`config.mk`:
```
export PLATFORM = sky130hd
export DESIGN_NAME = csc_ctrl
export DESIGN_NICKNAME = d
export VERILOG_FILES = /design/src/verilog/csc_pkg.sv /design/src/verilog/csc_ctrl.sv /design/src/verilog/csc_edge_sync.sv
export SDC_FILE = /design/constraint.sdc
export NUM_CORES = 1
export LEC_CHECK = 0
export BUFFER_PORTS_ARGS = -buffer_cell sky130_fd_sc_hd__buf_2
export CAP_MARGIN = 25
export CORE_MARGIN = 8
export CORE_UTILIZATION = 45
export DETAILED_ROUTE_END_ITERATION = 8
export PLACE_DENSITY_LB_ADDON = 0.12
export SYNTH_ARGS = -nofsm -noshare
export SYNTH_HDL_FRONTEND = slang
export SYNTH_SLANG_ARGS = --single-unit
```
`constraint.sdc`:
```
create_clock -name clk -period 1.1 [get_ports clk]
set_input_delay 0.22 -clock clk [delete_from_list [all_inputs] [get_ports clk]]
set_output_delay 0.22 -clock clk [all_outputs]
set_load 0.03 [all_outputs]
```
`src/verilog/csc_pkg.sv`:
```
package csc_pkg;

  // Register indices
  localparam logic [1:0] CSC_REG_MAIN = 2'h0;
  localparam logic [1:0] CSC_REG_CHAN = 2'h1;
  localparam int CSC_ADDR_W = 2;

  // Field positions in the main control register
  localparam int CSC_ON_BIT = 7;
  localparam int CSC_RNG_LSB = 2;
  localparam int CSC_DIR_BIT = 1;
  localparam int CSC_XCS_BIT = 0;

  // Reset values
  localparam logic [7:0] CSC_MAIN_RST = 8'h00;
  localparam logic [7:0] CSC_CHAN_RST = 8'h00;

  // Channel count and last legal code
  localparam int CSC_NUM_CH = 12;
  localparam logic [3:0] CSC_CH_MAX = 4'hB;

  // Instruction clock divide ratio
  localparam int CSC_ICLK_DIV = 4;

  // Oscillator current range codes
  typedef enum logic [1:0] {
    CSC_RNG_OFF = 2'h0,
    CSC_RNG_LOW = 2'h1,
    CSC_RNG_MED = 2'h2,
    CSC_RNG_HIGH = 2'h3
  } csc_range_t;

  // Timer1 source code that picks the sensing oscillator
  localparam logic [1:0] CSC_T1_SRC_OSC = 2'h3;

  // Software register bus request
  typedef struct packed {
    logic [1:0] addr;
    logic [7:0] wdata;
    logic wr;
    logic rd;
  } csc_bus_req_t;

  // Decoded current-source controls
  typedef struct packed {
    logic osc_run;
    logic cur_low;
    logic cur_med;
    logic cur_high;
  } csc_osc_ctl_t;

endpackage : csc_pkg

```
`src/verilog/csc_ctrl.sv`:
```
// Notes on behaviour
// - Module-on bit enables whole sensing unit, clearing it disables.
// - Range 00 stops oscillator; 01/10/11 pick low/medium/high current.
// - Read-only direction bit: 1 sourcing current, 0 sinking.
// - Timer0 external mode: source bit picks oscillator or clock pin.
// - Timer0 internal mode: source bit ignored, instruction clock used.
// - When enabled, channel codes 0 to 11 pick sensing input.
// - When disabled, channel field ignored and no input connected.
// - Oscillator keeps running while enabled, even in sleep.
// - Timer0 is halted during sleep.
// - Unused upper register bits read zero, writes ignored.
// - All implemented bits clear to zero on every reset.
// - Timer1 source code 11 clocks Timer1 from sensing oscillator.
// - Enabled module places oscillator on selected input pin.
//
// The strobed register port and the placing of the registers were decided locally.
`timescale 1ns/1ps
module csc_ctrl
  import csc_pkg::*;
#(
  parameter int NUM_CH = CSC_NUM_CH
) (
  // Clock, reset, enable
  input wire logic clk,
  input wire logic sys_rst,
  input wire logic clk_en,
  // Register port
  input wire csc_pkg::csc_bus_req_t bus_req,
  output logic [7:0] rdata,
  // Core and timer configuration
  input wire logic sleep_mode,
  input wire logic timer0_clock_source_sel,
  input wire logic [1:0] timer1_clock_source_sel,
  // Analog oscillator side
  input wire logic osc_direction_raw,
  output csc_pkg::csc_osc_ctl_t osc_ctl,
  output logic [NUM_CH-1:0] sense_input_pin,
  // Timer clock pin and count pulses
  input wire logic timer0_clock_pin,
  output logic timer0_count_pulse,
  output logic timer1_count_pulse
);
  import csc_pkg::*;

  localparam int ICLK_W = $clog2(CSC_ICLK_DIV);
  localparam logic [ICLK_W-1:0] ICLK_LAST = ICLK_W'(CSC_ICLK_DIV - 1);

  logic sense_module_on_ff;
  logic [1:0] osc_current_range_ff;
  logic timer0_ext_source_sel_ff;
  logic [3:0] sense_channel_field_ff;
  logic [7:0] rdata_ff;
  logic [7:0] nxt_rdata;
  logic [ICLK_W-1:0] iclk_cnt_ff;
  logic iclk_tick;
  logic dir_sync;
  logic osc_rise;
  logic pin_rise;
  logic osc_edge_ok;
  logic [NUM_CH-1:0] nxt_pins;
  logic [NUM_CH-1:0] pins_ff;
  logic t0_pulse_ff;
  logic t1_pulse_ff;
  csc_range_t rng;

  // Main control register writes
  // reset clears fields
  always_ff @(posedge clk) begin
    if (sys_rst) begin
      sense_module_on_ff <= CSC_MAIN_RST[CSC_ON_BIT];
      osc_current_range_ff <= CSC_MAIN_RST[CSC_RNG_LSB+:2];
      timer0_ext_source_sel_ff <= CSC_MAIN_RST[CSC_XCS_BIT];
    end else if (clk_en && bus_req.wr && bus_req.addr == CSC_REG_MAIN) begin
      sense_module_on_ff <= bus_req.wdata[CSC_ON_BIT];
      osc_current_range_ff <= bus_req.wdata[CSC_RNG_LSB+:2];
      timer0_ext_source_sel_ff <= bus_req.wdata[CSC_XCS_BIT];
    end
  end

  // Channel register writes, stored as written
  // reset clears channel
  always_ff @(posedge clk) begin
    if (sys_rst) begin
      sense_channel_field_ff <= CSC_CHAN_RST[3:0];
    end else if (clk_en && bus_req.wr && bus_req.addr == CSC_REG_CHAN) begin
      sense_channel_field_ff <= bus_req.wdata[3:0];
    end
  end

  // Read data mux
  // unused bits zero
  always_comb begin
    nxt_rdata = 8'h00;
    if (bus_req.addr == CSC_REG_MAIN) begin
      nxt_rdata[CSC_ON_BIT] = sense_module_on_ff;
      nxt_rdata[CSC_RNG_LSB+:2] = osc_current_range_ff;
      nxt_rdata[CSC_DIR_BIT] = dir_sync;
      nxt_rdata[CSC_XCS_BIT] = timer0_ext_source_sel_ff;
    end else if (bus_req.addr == CSC_REG_CHAN) begin
      nxt_rdata[3:0] = sense_channel_field_ff;
    end else begin
      nxt_rdata = 8'h00;
    end
  end

  // Read data register, valid the cycle after the strobe
  always_ff @(posedge clk) begin
    if (sys_rst) begin
      rdata_ff <= 8'h00;
    end else if (clk_en) begin
      rdata_ff <= bus_req.rd ? nxt_rdata : 8'h00;
    end
  end
  assign rdata = rdata_ff;

  // Current range decode
  // unit gated by enable
  assign rng = csc_range_t'(osc_current_range_ff);
  always_comb begin
    osc_ctl = '0;
    if (sense_module_on_ff) begin
      case (rng)
        CSC_RNG_LOW: osc_ctl = '{1'b1, 1'b1, 1'b0, 1'b0};
        CSC_RNG_MED: osc_ctl = '{1'b1, 1'b0, 1'b1, 1'b0};
        CSC_RNG_HIGH: osc_ctl = '{1'b1, 1'b0, 1'b0, 1'b1};
        default: osc_ctl = '0;
      endcase
    end
  end

  // Channel select, one enable per input pad
  // binary index decode
  genvar gi;
  generate
    for (gi = 0; gi < NUM_CH; gi++) begin : g_ch
      assign nxt_pins[gi] = sense_module_on_ff &&
        (sense_channel_field_ff == 4'(gi));
    end
  endgenerate

  // Pad select register
  always_ff @(posedge clk) begin
    if (sys_rst) begin
      pins_ff <= '0;
    end else if (clk_en) begin
      pins_ff <= nxt_pins;
    end
  end
  assign sense_input_pin = pins_ff;

  // Direction synchroniser with edge detect
  // one count per period
  csc_edge_sync u_dir_sync (
    .clk(clk),
    .sys_rst(sys_rst),
    .clk_en(clk_en),
    .async_in(osc_direction_raw),
    .sync_out(dir_sync),
    .rise_pulse(osc_rise)
  );

  // Timer0 clock pin synchroniser
  csc_edge_sync u_pin_sync (
    .clk(clk),
    .sys_rst(sys_rst),
    .clk_en(clk_en),
    .async_in(timer0_clock_pin),
    .sync_out(),
    .rise_pulse(pin_rise)
  );

  assign osc_edge_ok = osc_rise & osc_ctl.osc_run;

  // Instruction clock divider
  always_ff @(posedge clk) begin
    if (sys_rst) begin
      iclk_cnt_ff <= '0;
    end else if (clk_en) begin
      iclk_cnt_ff <= (iclk_cnt_ff == ICLK_LAST) ? '0 : iclk_cnt_ff + 1'b1;
    end
  end
  assign iclk_tick = clk_en && (iclk_cnt_ff == ICLK_LAST);

  // Timer0 count source select
  // external source choice
  always_ff @(posedge clk) begin
    if (sys_rst) begin
      t0_pulse_ff <= 1'b0;
    end else if (clk_en) begin
      if (sleep_mode) begin
        t0_pulse_ff <= 1'b0;
      end else if (!timer0_clock_source_sel) begin
        t0_pulse_ff <= iclk_tick;
      end else if (timer0_ext_source_sel_ff) begin
        t0_pulse_ff <= osc_edge_ok;
      end else begin
        t0_pulse_ff <= pin_rise;
      end
    end
  end
  assign timer0_count_pulse = t0_pulse_ff & clk_en;

  // Timer1 oscillator count, kept in sleep
  // Timer1 source code 11
  always_ff @(posedge clk) begin
    if (sys_rst) begin
      t1_pulse_ff <= 1'b0;
    end else if (clk_en) begin
      t1_pulse_ff <= osc_edge_ok &&
        (timer1_clock_source_sel == CSC_T1_SRC_OSC);
    end
  end
  assign timer1_count_pulse = t1_pulse_ff & clk_en;
endmodule : csc_ctrl

```
`src/verilog/csc_edge_sync.sv`:
```
`timescale 1ns/1ps
module csc_edge_sync
  import csc_pkg::*;
(
  // Clock and control
  input wire logic clk,
  input wire logic sys_rst,
  input wire logic clk_en,
  // Asynchronous level in
  input wire logic async_in,
  // Synchronised level and rising edge
  output logic sync_out,
  output logic rise_pulse
);
  logic meta_ff;
  logic sync_ff;
  logic last_ff;

  // Two-stage synchroniser, then edge detect on the second stage
  always_ff @(posedge clk) begin
    if (sys_rst) begin
      meta_ff <= 1'b0;
      sync_ff <= 1'b0;
      last_ff <= 1'b0;
    end else if (clk_en) begin
      meta_ff <= async_in;
      sync_ff <= meta_ff;
      last_ff <= sync_ff;
    end
  end

  assign sync_out = sync_ff;
  assign rise_pulse = clk_en & sync_ff & ~last_ff;

endmodule : csc_edge_sync

```
==> results of run 1 <==
[cell families after synthesis]
group           synth area share
compound gates             0.109
fa+ha+maj                0.00828
buf+inv                   0.0770
flops                      0.464
mux                        0.123
other cells              0.00248
simple gates               0.217
[where the power goes]
group	leakage [nW]	switching, mW	total, mW	internal (mW)
Sequential	0.291	0.0193	1.30	1.28
Combinational	0.582	0.128	0.240	0.112
Clock	0.0242	0.376	0.603	0.227
Total	0.898	0.524	2.15	1.62
[path summary, 6_finish.rpt]
| path | from | end | slack (ns) |
|---|---|---|---|
| min | timer0_clock_pin | u_pin_sync.meta_ff | 0.13 |
| max reg2reg | sense_module_on_ff | sense_input_pin[2] | -0.14 |
| max | sense_module_on_ff | osc_ctl[0] | -0.21 |
| min reg2reg | t1_pulse_ff | t1_pulse_ff | 0.47 |
[through the flow]
stage	power [mW]	setup TNS, ns
3_3_place_gp	1.55	-1.89
6_report	2.15	-1.84
4_1_cts	2.17	-1.11
5_1_grt	2.25	-2.68
2_1_floorplan	1.47	-0.0403
3_5_place_dp	1.55	-2.58
[cell type report]
class                           count  share of cell area
Clock buffer                        6              0.0192
Inverter                            9              0.0157
Multi-Input combinational cell    107               0.366
Sequential cell                    35               0.339
Tap cell                           46              0.0268
Timing Repair Buffer               63               0.233
[cells in the mapped netlist]
library cell  number
nand3b_1           3
o32ai_1            8
nand4b_1           3
and2_1             2
clkbuf_1           4
nand2_2            1
nand3_1            4
and4b_1            1
or3b_2             1
buf_6              1
o311a_1            1
buf_2              2
or3_1              3
a22oi_1            1
buf_1              1
or3b_1             1
inv_1              9
nor3_1             1
a32oi_1            2
nor3b_1            1
buf_4              5
ha_1               1
and3_1             2
conb_1             1
nor4bb_1           1
nand2_1           11
clkbuf_2           1
a21oi_1            9
nand2b_1           2
a221oi_2           1
nor2b_1            3
mux2i_1           14
mux2_2             4
dfxtp_1           35
nor2_1            23
[registers in the layout (all words and copies together), names as in the netlist]
register	count
u_pin_sync.meta_ff	1
u_pin_sync.sync_out	1
t0_pulse_ff	1
u_pin_sync.last_ff	1
u_dir_sync.meta_ff	1
sense_module_on_ff	1
osc_current_range_ff	2
timer0_ext_source_sel_ff	1
rdata	5
sense_input_pin	12
u_dir_sync.sync_out	1
sense_channel_field_ff	4
iclk_cnt_ff	2
t1_pulse_ff	1
u_dir_sync.last_ff	1
[repair_timing]
action	CTS	global route
hold endpoints to repair	0	0
resized for setup	44	37
endpoints found under the setup margin	22	28
buffers inserted	2	3
hold buffers	0	0
pin swaps	4	11
[layer usage]
| layer | vias to the layer above | GRT usage |
|---|---|---|
| li1 | 673 | - |
| met1 | 627 | 0.168 |
| met2 | 46 | 0.229 |
| met3 | 6 | 0.0539 |
| met4 | 0 | 0.0710 |
| met5 | - | 0 |
[critical path: stages (launching register included)]
cell,delay [ns]
dfxtp_4,0.36
buf_6,0.11
and3_4,0.17
buf_6,0.13
==> run metrics, run 1 <==
status=complete, but fails checks; failing checks=negative setup slack; required time worst endpoint=0.88 ns; placement row count=21; Buffers on Ports=40; sequential area share after synthesis=0.464; Mapped Area=1510 µm²; yosys warns=0; Nets=243; Syn Area/Cell=9.27 µm²; DIE WIDTH=74.0 µm; Layout Utilization=0.653; Critical Path AT=1.09 ns; Die Y-Extent=74.0 µm; n_diodes=0; hold depth=3; via count=1,352; crit path max fanout=4; Fin Clk Skew=0.0111 ns; post-synth top area share=0.464; TritonCTS buffer count=5; H-tree levels=2; area delta synth->final=42.0%; Placer Congestion=0.796; Critical Path Sink Type=output pin; vias in the first global route=1,357; vias per inst=5.08; clock latency on the worst-skew pair=0.33 ns; Yosys reg bits=35; RSZ-0062 raised after global routing=true; clk slew on worst S/H paths=0.09 ns; metal3 WL=293 µm; max-slew violations=0; post-place instance area=1840 µm²; Max Fclk=0.763 GHz; I/O pin count=47; share of cells above drive strength 1=0.482; footprint of the multi-input gates=786 µm²; Max-Cap Viols=0; met1 wire length=1600 µm; Seq. cell area=727 µm²; initial antenna violation count=0; R2R depth=5; most frequent cells in the layout=29 x buf_4, 22 x nor2_1, 20 x dfxtp_1; global route overflow=0; global-route wire length before repair=6110 µm; initial core utilization=0.460; Total Routing Usage GR=0.145; CTS max path bufs=2; fin cells=266; Hold WS=0.131 ns; top post-synthesis cells by area=dfxtp_1 46%, mux2i_1 9.3%, nor2_1 5.7%; TritonRoute pass-1 iters=4; Inst Count DP=255; period utilisation layout=1.19; clock sink total=35; Die ar.=5470 µm²; Root Buffer=clkbuf_4; Wirelength per Cell=14.4 µm; final worst slack=-0.211 ns; CP Launch Type=flip-flop; initial DRC count=76; WL final=3820 µm; pin count of the biggest net entering global routing=28; most common cell after layout, fill and taps aside=buf_4; Worst Setup Slack post-DPL=-0.209 ns; count of final setup violators=19; fin area=2150 µm²; WL met2=1870 µm; drc violations=0; number of fill cells in the layout=273; Placeable Area=3280 µm²; Final ANT Viol Nets=0; final hold viol count=0; Setup CP Type=flip-flop to output pin; dpl hpwl=2760 µm; Synth cell types=35; maximum vdd drop=0.000675 V; pwr dens=1000 nW/µm²; Leak=0.898 nW; Yosys top cell by area=dfxtp_1; cell count after synthesis=163; Hold WC Path Type=input port to flip-flop; Tmin final=1.31 ns; CTS tree=done; max layer used=met4
Note: power is estimated with default switching activity, not from simulation.
==> inputs of run 2 (changes only) <==
Settings changed: ABC_AREA set to 1, CORE_UTILIZATION 45 to 44, REMOVE_ABC_BUFFERS set to 1.
==> run 2 against run 1 <==
The flow still finishes with violations (negative setup slack). Fmax up 5.3%. Via count up 5.2%. Hold slack worse by 0.0097 ns. Critical path depth unchanged. Cell count up 9.8%. Die area down 1.5%. Routed wire length down 8.4%. Area after synthesis down 4.1%. Sequential power about the same. Largest power group unchanged.
==> run metrics, run 2 <==
initial antenna violation count=0 (unchanged); Setup TNS=-0.573 ns (+1.26 ns); required time worst endpoint=0.88 ns (about the same); TritonCTS buffer count=5 (unchanged); DIE WIDTH=73.4 µm (-0.77%); Yosys top cell by area=dfxtp_1; Nets=269 (+11%); TritonRoute pass-1 iters=6 (+2); status=complete, but fails checks; hold endpoint=u_dir_sync.meta_ff; final hold viol count=0 (unchanged); Fin Clk Skew=0.00705 ns (-0.00407 ns); Placeable Area=3260 µm² (-0.80%); Final Power=2.17 mW (+0.97%); Inst Count DP=285 (+12%); Max stage delay on crit path=0.36 ns (about the same); pwr dens=1110 nW/µm² (+11%); failing checks=negative setup slack; internal power=1.61 mW (-0.62%); Reg-to-Reg End=sense_input_pin[8]; most common library cells after synthesis=44 x nand2_1, 35 x dfxtp_1, 31 x a21oi_1, 20 x nor2_1, 16 x inv_1; Net Sw Power=0.554 mW (+5.9%); Net Sw Frac=0.256 (+0.0119); Critical Path AT=1.03 ns (-0.06 ns); count of final setup violators=5 (-14); clock sink total=35 (unchanged); Post-Synth Simple-Gate Area=0.250 (+0.0335); global route overflow=0 (unchanged); clk slew on worst S/H paths=0.09 ns (about the same); CP max stage cell=dfxtp_2; post-synth top area share=0.484 (+0.0200); Post-Synth XOR/XNOR Area=0 (unchanged); n_diodes=0 (unchanged); area delta synth->final=35.2%; CTS tree=done; placement row count=21 (unchanged); Final ANT Viol Nets=0 (unchanged); Mapped Area=1450 µm² (-4.1%); top post-synthesis cells by area=dfxtp_1 48%, nand2_1 11%, a21oi_1 11%; Syn Area/Cell=7.39 µm² (-20%); cell count after synthesis=196 (+20%); Compound-Gate Fraction of Synth Area=0.170 (+0.0608); global-route wire length before repair=5780 µm (-5.4%); H-tree levels=2 (unchanged); Leak=0.848 nW (-5.5%); Total Routing Usage GR=0.136 (-0.00859); combinational power share=0.111 (about the same); register share of total power=0.609 (+0.002); drc violations=0 (unchanged); vias per inst=4.87 (-4.2%); share of cells above drive strength 1=0.346 (-0.136); final worst slack=-0.145 ns (+0.0657 ns); Wirelength per Cell=12.0 µm (-17%); Main synth FF type=dfxtp_1; count leader, synth=nand2_1; vias in the first global route=1,340 (-1.3%); fin cells=292 (+9.8%); Post-synth EDFFs=0 (unchanged); most frequent cells in the layout=40 x nand2_1, 28 x a21oi_1, 27 x dfxtp_1; CP Launch Type=flip-flop; maximum vdd drop=0.000789 V (+17%); R2R depth=5 (unchanged); critical path, cell by cell=inv_1, nor2_4, buf_6; RSZ-0062 raised after global routing=true; period utilisation layout=1.13 (-0.0597); Die Y-Extent=73.4 µm (-0.77%); dpl hpwl=2610 µm (-5.6%); Root Buffer=clkbuf_4; Tmin final=1.25 ns (-0.0657 ns); Placer Congestion=0.833 (+4.6%); Max-Cap Viols=0 (unchanged); Hold Crit Start=osc_direction_raw; WL final=3500 µm (-8.4%); sequential area share after synthesis=0.484 (+0.0200); Hold WS=0.121 ns (-0.00968 ns); clock latency on the worst-skew pair=0.33 ns (about the same); Buffers on Ports=40 (unchanged); Yosys reg bits=35 (unchanged); worst reg2reg setup slack=0.06 ns (+0.20 ns); area share of fa/ha/maj cells after synthesis=0.00864 (+0.000357); Critical Path Sink Type=output pin; initial DRC count=117 (+54%); hold depth=3 (unchanged); Largest register FFs=12 (unchanged); Die ar.=5390 µm² (-1.5%); mux cell area share after synthesis=0 (-0.123); number of fill cells in the layout=364 (+33%); most common cell after layout, fill and taps aside=nand2_1; largest family of logic cells by synthesized area=simple AND/OR/NAND/NOR gates; pin count of the biggest net entering global routing=24 (-14%); I/O pin count=47 (unchanged); Hold WC Path Type=input port to flip-flop; clock network fraction of total power=0.280 (about the same); CTS max path bufs=2 (unchanged); initial core utilization=0.445 (-0.0155); yosys warns=0 (unchanged); Setup CP Type=flip-flop to output pin; via count=1,422 (+5.2%); Reg-to-Reg Start=sense_module_on_ff; max-slew violations=0 (unchanged); asr flop ratio synth=0 (unchanged); crit path max fanout=3 (-1); Synth cell types=22 (-37%); Max Fclk=0.803 GHz (+5.3%)
==> run 2: cell count changes in the layout (fill, tap and decap cells not counted), moves of 4 or more <==
cell | before | now
nor2_1 | 22 | 16
nand2_1 | 10 | 40
nand3_1 | 4 | 11
dfxtp_2 | 12 | 7
nor2_2 | 0 | 4
dfxtp_1 | 20 | 27
o21ai_0 | 0 | 13
buf_6 | 18 | 9
inv_1 | 9 | 14
a21oi_1 | 8 | 28
mux2_2 | 4 | 0
o32ai_2 | 5 | 0
mux2i_1 | 14 | 0
==> run 2: layer usage <==
layer / track usage / share of wire / wire length (µm) / vias up
met2: 0.206 / 0.46 / 1600 / 39
met5: 0 / 0 / 0 / -
met4: 0.0599 / 0.012 / 42 / 0
met3: 0.0491 / 0.062 / 217 / 4
met1: 0.169 / 0.47 / 1630 / 646
li1: - / - / - / 733
==> run 2: power groups by stage <==
stage	Clock (mW)	Sequential, mW	Combinational [mW]
final	0.607	1.32	0.241
after global routing	0.671	1.32	0.273
after CTS	0.636	1.32	0.234
after detailed placement	0	1.35	0.227
after global placement	0	1.35	0.226
after floorplan	0	1.35	0.114
==> run 2: cell type report <==
cell class	count	area (µm²)	area share
tap	46	57.6	0.0294
timing repair buffer	52	382	0.195
inverter	17	66.3	0.0338
sequential	35	713	0.364
multi-input combinational	136	699	0.357
clock buffer	6	41.3	0.0211
==> run 2: logic make-up (layout without fill, tap and decap cells) <==
kind of cell               Yosys count  after routing
buffers and inverters               27             75
AOI/OAI and AO/OA                   48             48
adders and majority gates            1              1
other                                1              3
DFF                                 35             35
and+or+nand+nor                     84             84
==> run 2: what timing repair did <==
item,CTS,global route
hold buffers,0,0
resized for setup,32,37
endpoints found under the setup margin,15,29
pin swaps,5,4
buffers inserted,1,1
==> run 2: stage by stage <==
stage                     setup slack (ns)  utilization  cell area [µm²]
after floorplan                    -0.0301            -             1400
after global placement            -0.00824        0.533             1740
after detailed placement           -0.0130        0.533             1740
after CTS                           -0.162        0.574             1870
after global routing                -0.203        0.601             1960
final                               -0.145        0.601             1960
==> run 2: how the worst max path moves through the flow <==
stage / from / end / slack, ns / cells after the start
global placement: clk_en / sense_channel_field_ff[1] / -0.008 / 6
detailed placement: clk_en / sense_channel_field_ff[0] / -0.01 / 6
floorplan: sense_module_on_ff / t0_pulse_ff / -0.03 / 6
global route: osc_current_range_ff[1] / osc_ctl[0] / -0.20 / 3
CTS: sense_module_on_ff / osc_ctl[0] / -0.16 / 3
finish: osc_current_range_ff[1] / osc_ctl[0] / -0.15 / 3
==> run 2: critical path: cells and delay by family (launching register included) <==
kind,cells,cell delay [ns]
and+or+nand+nor,1,0.10
buffers and inverters,2,0.23
DFF,1,0.36
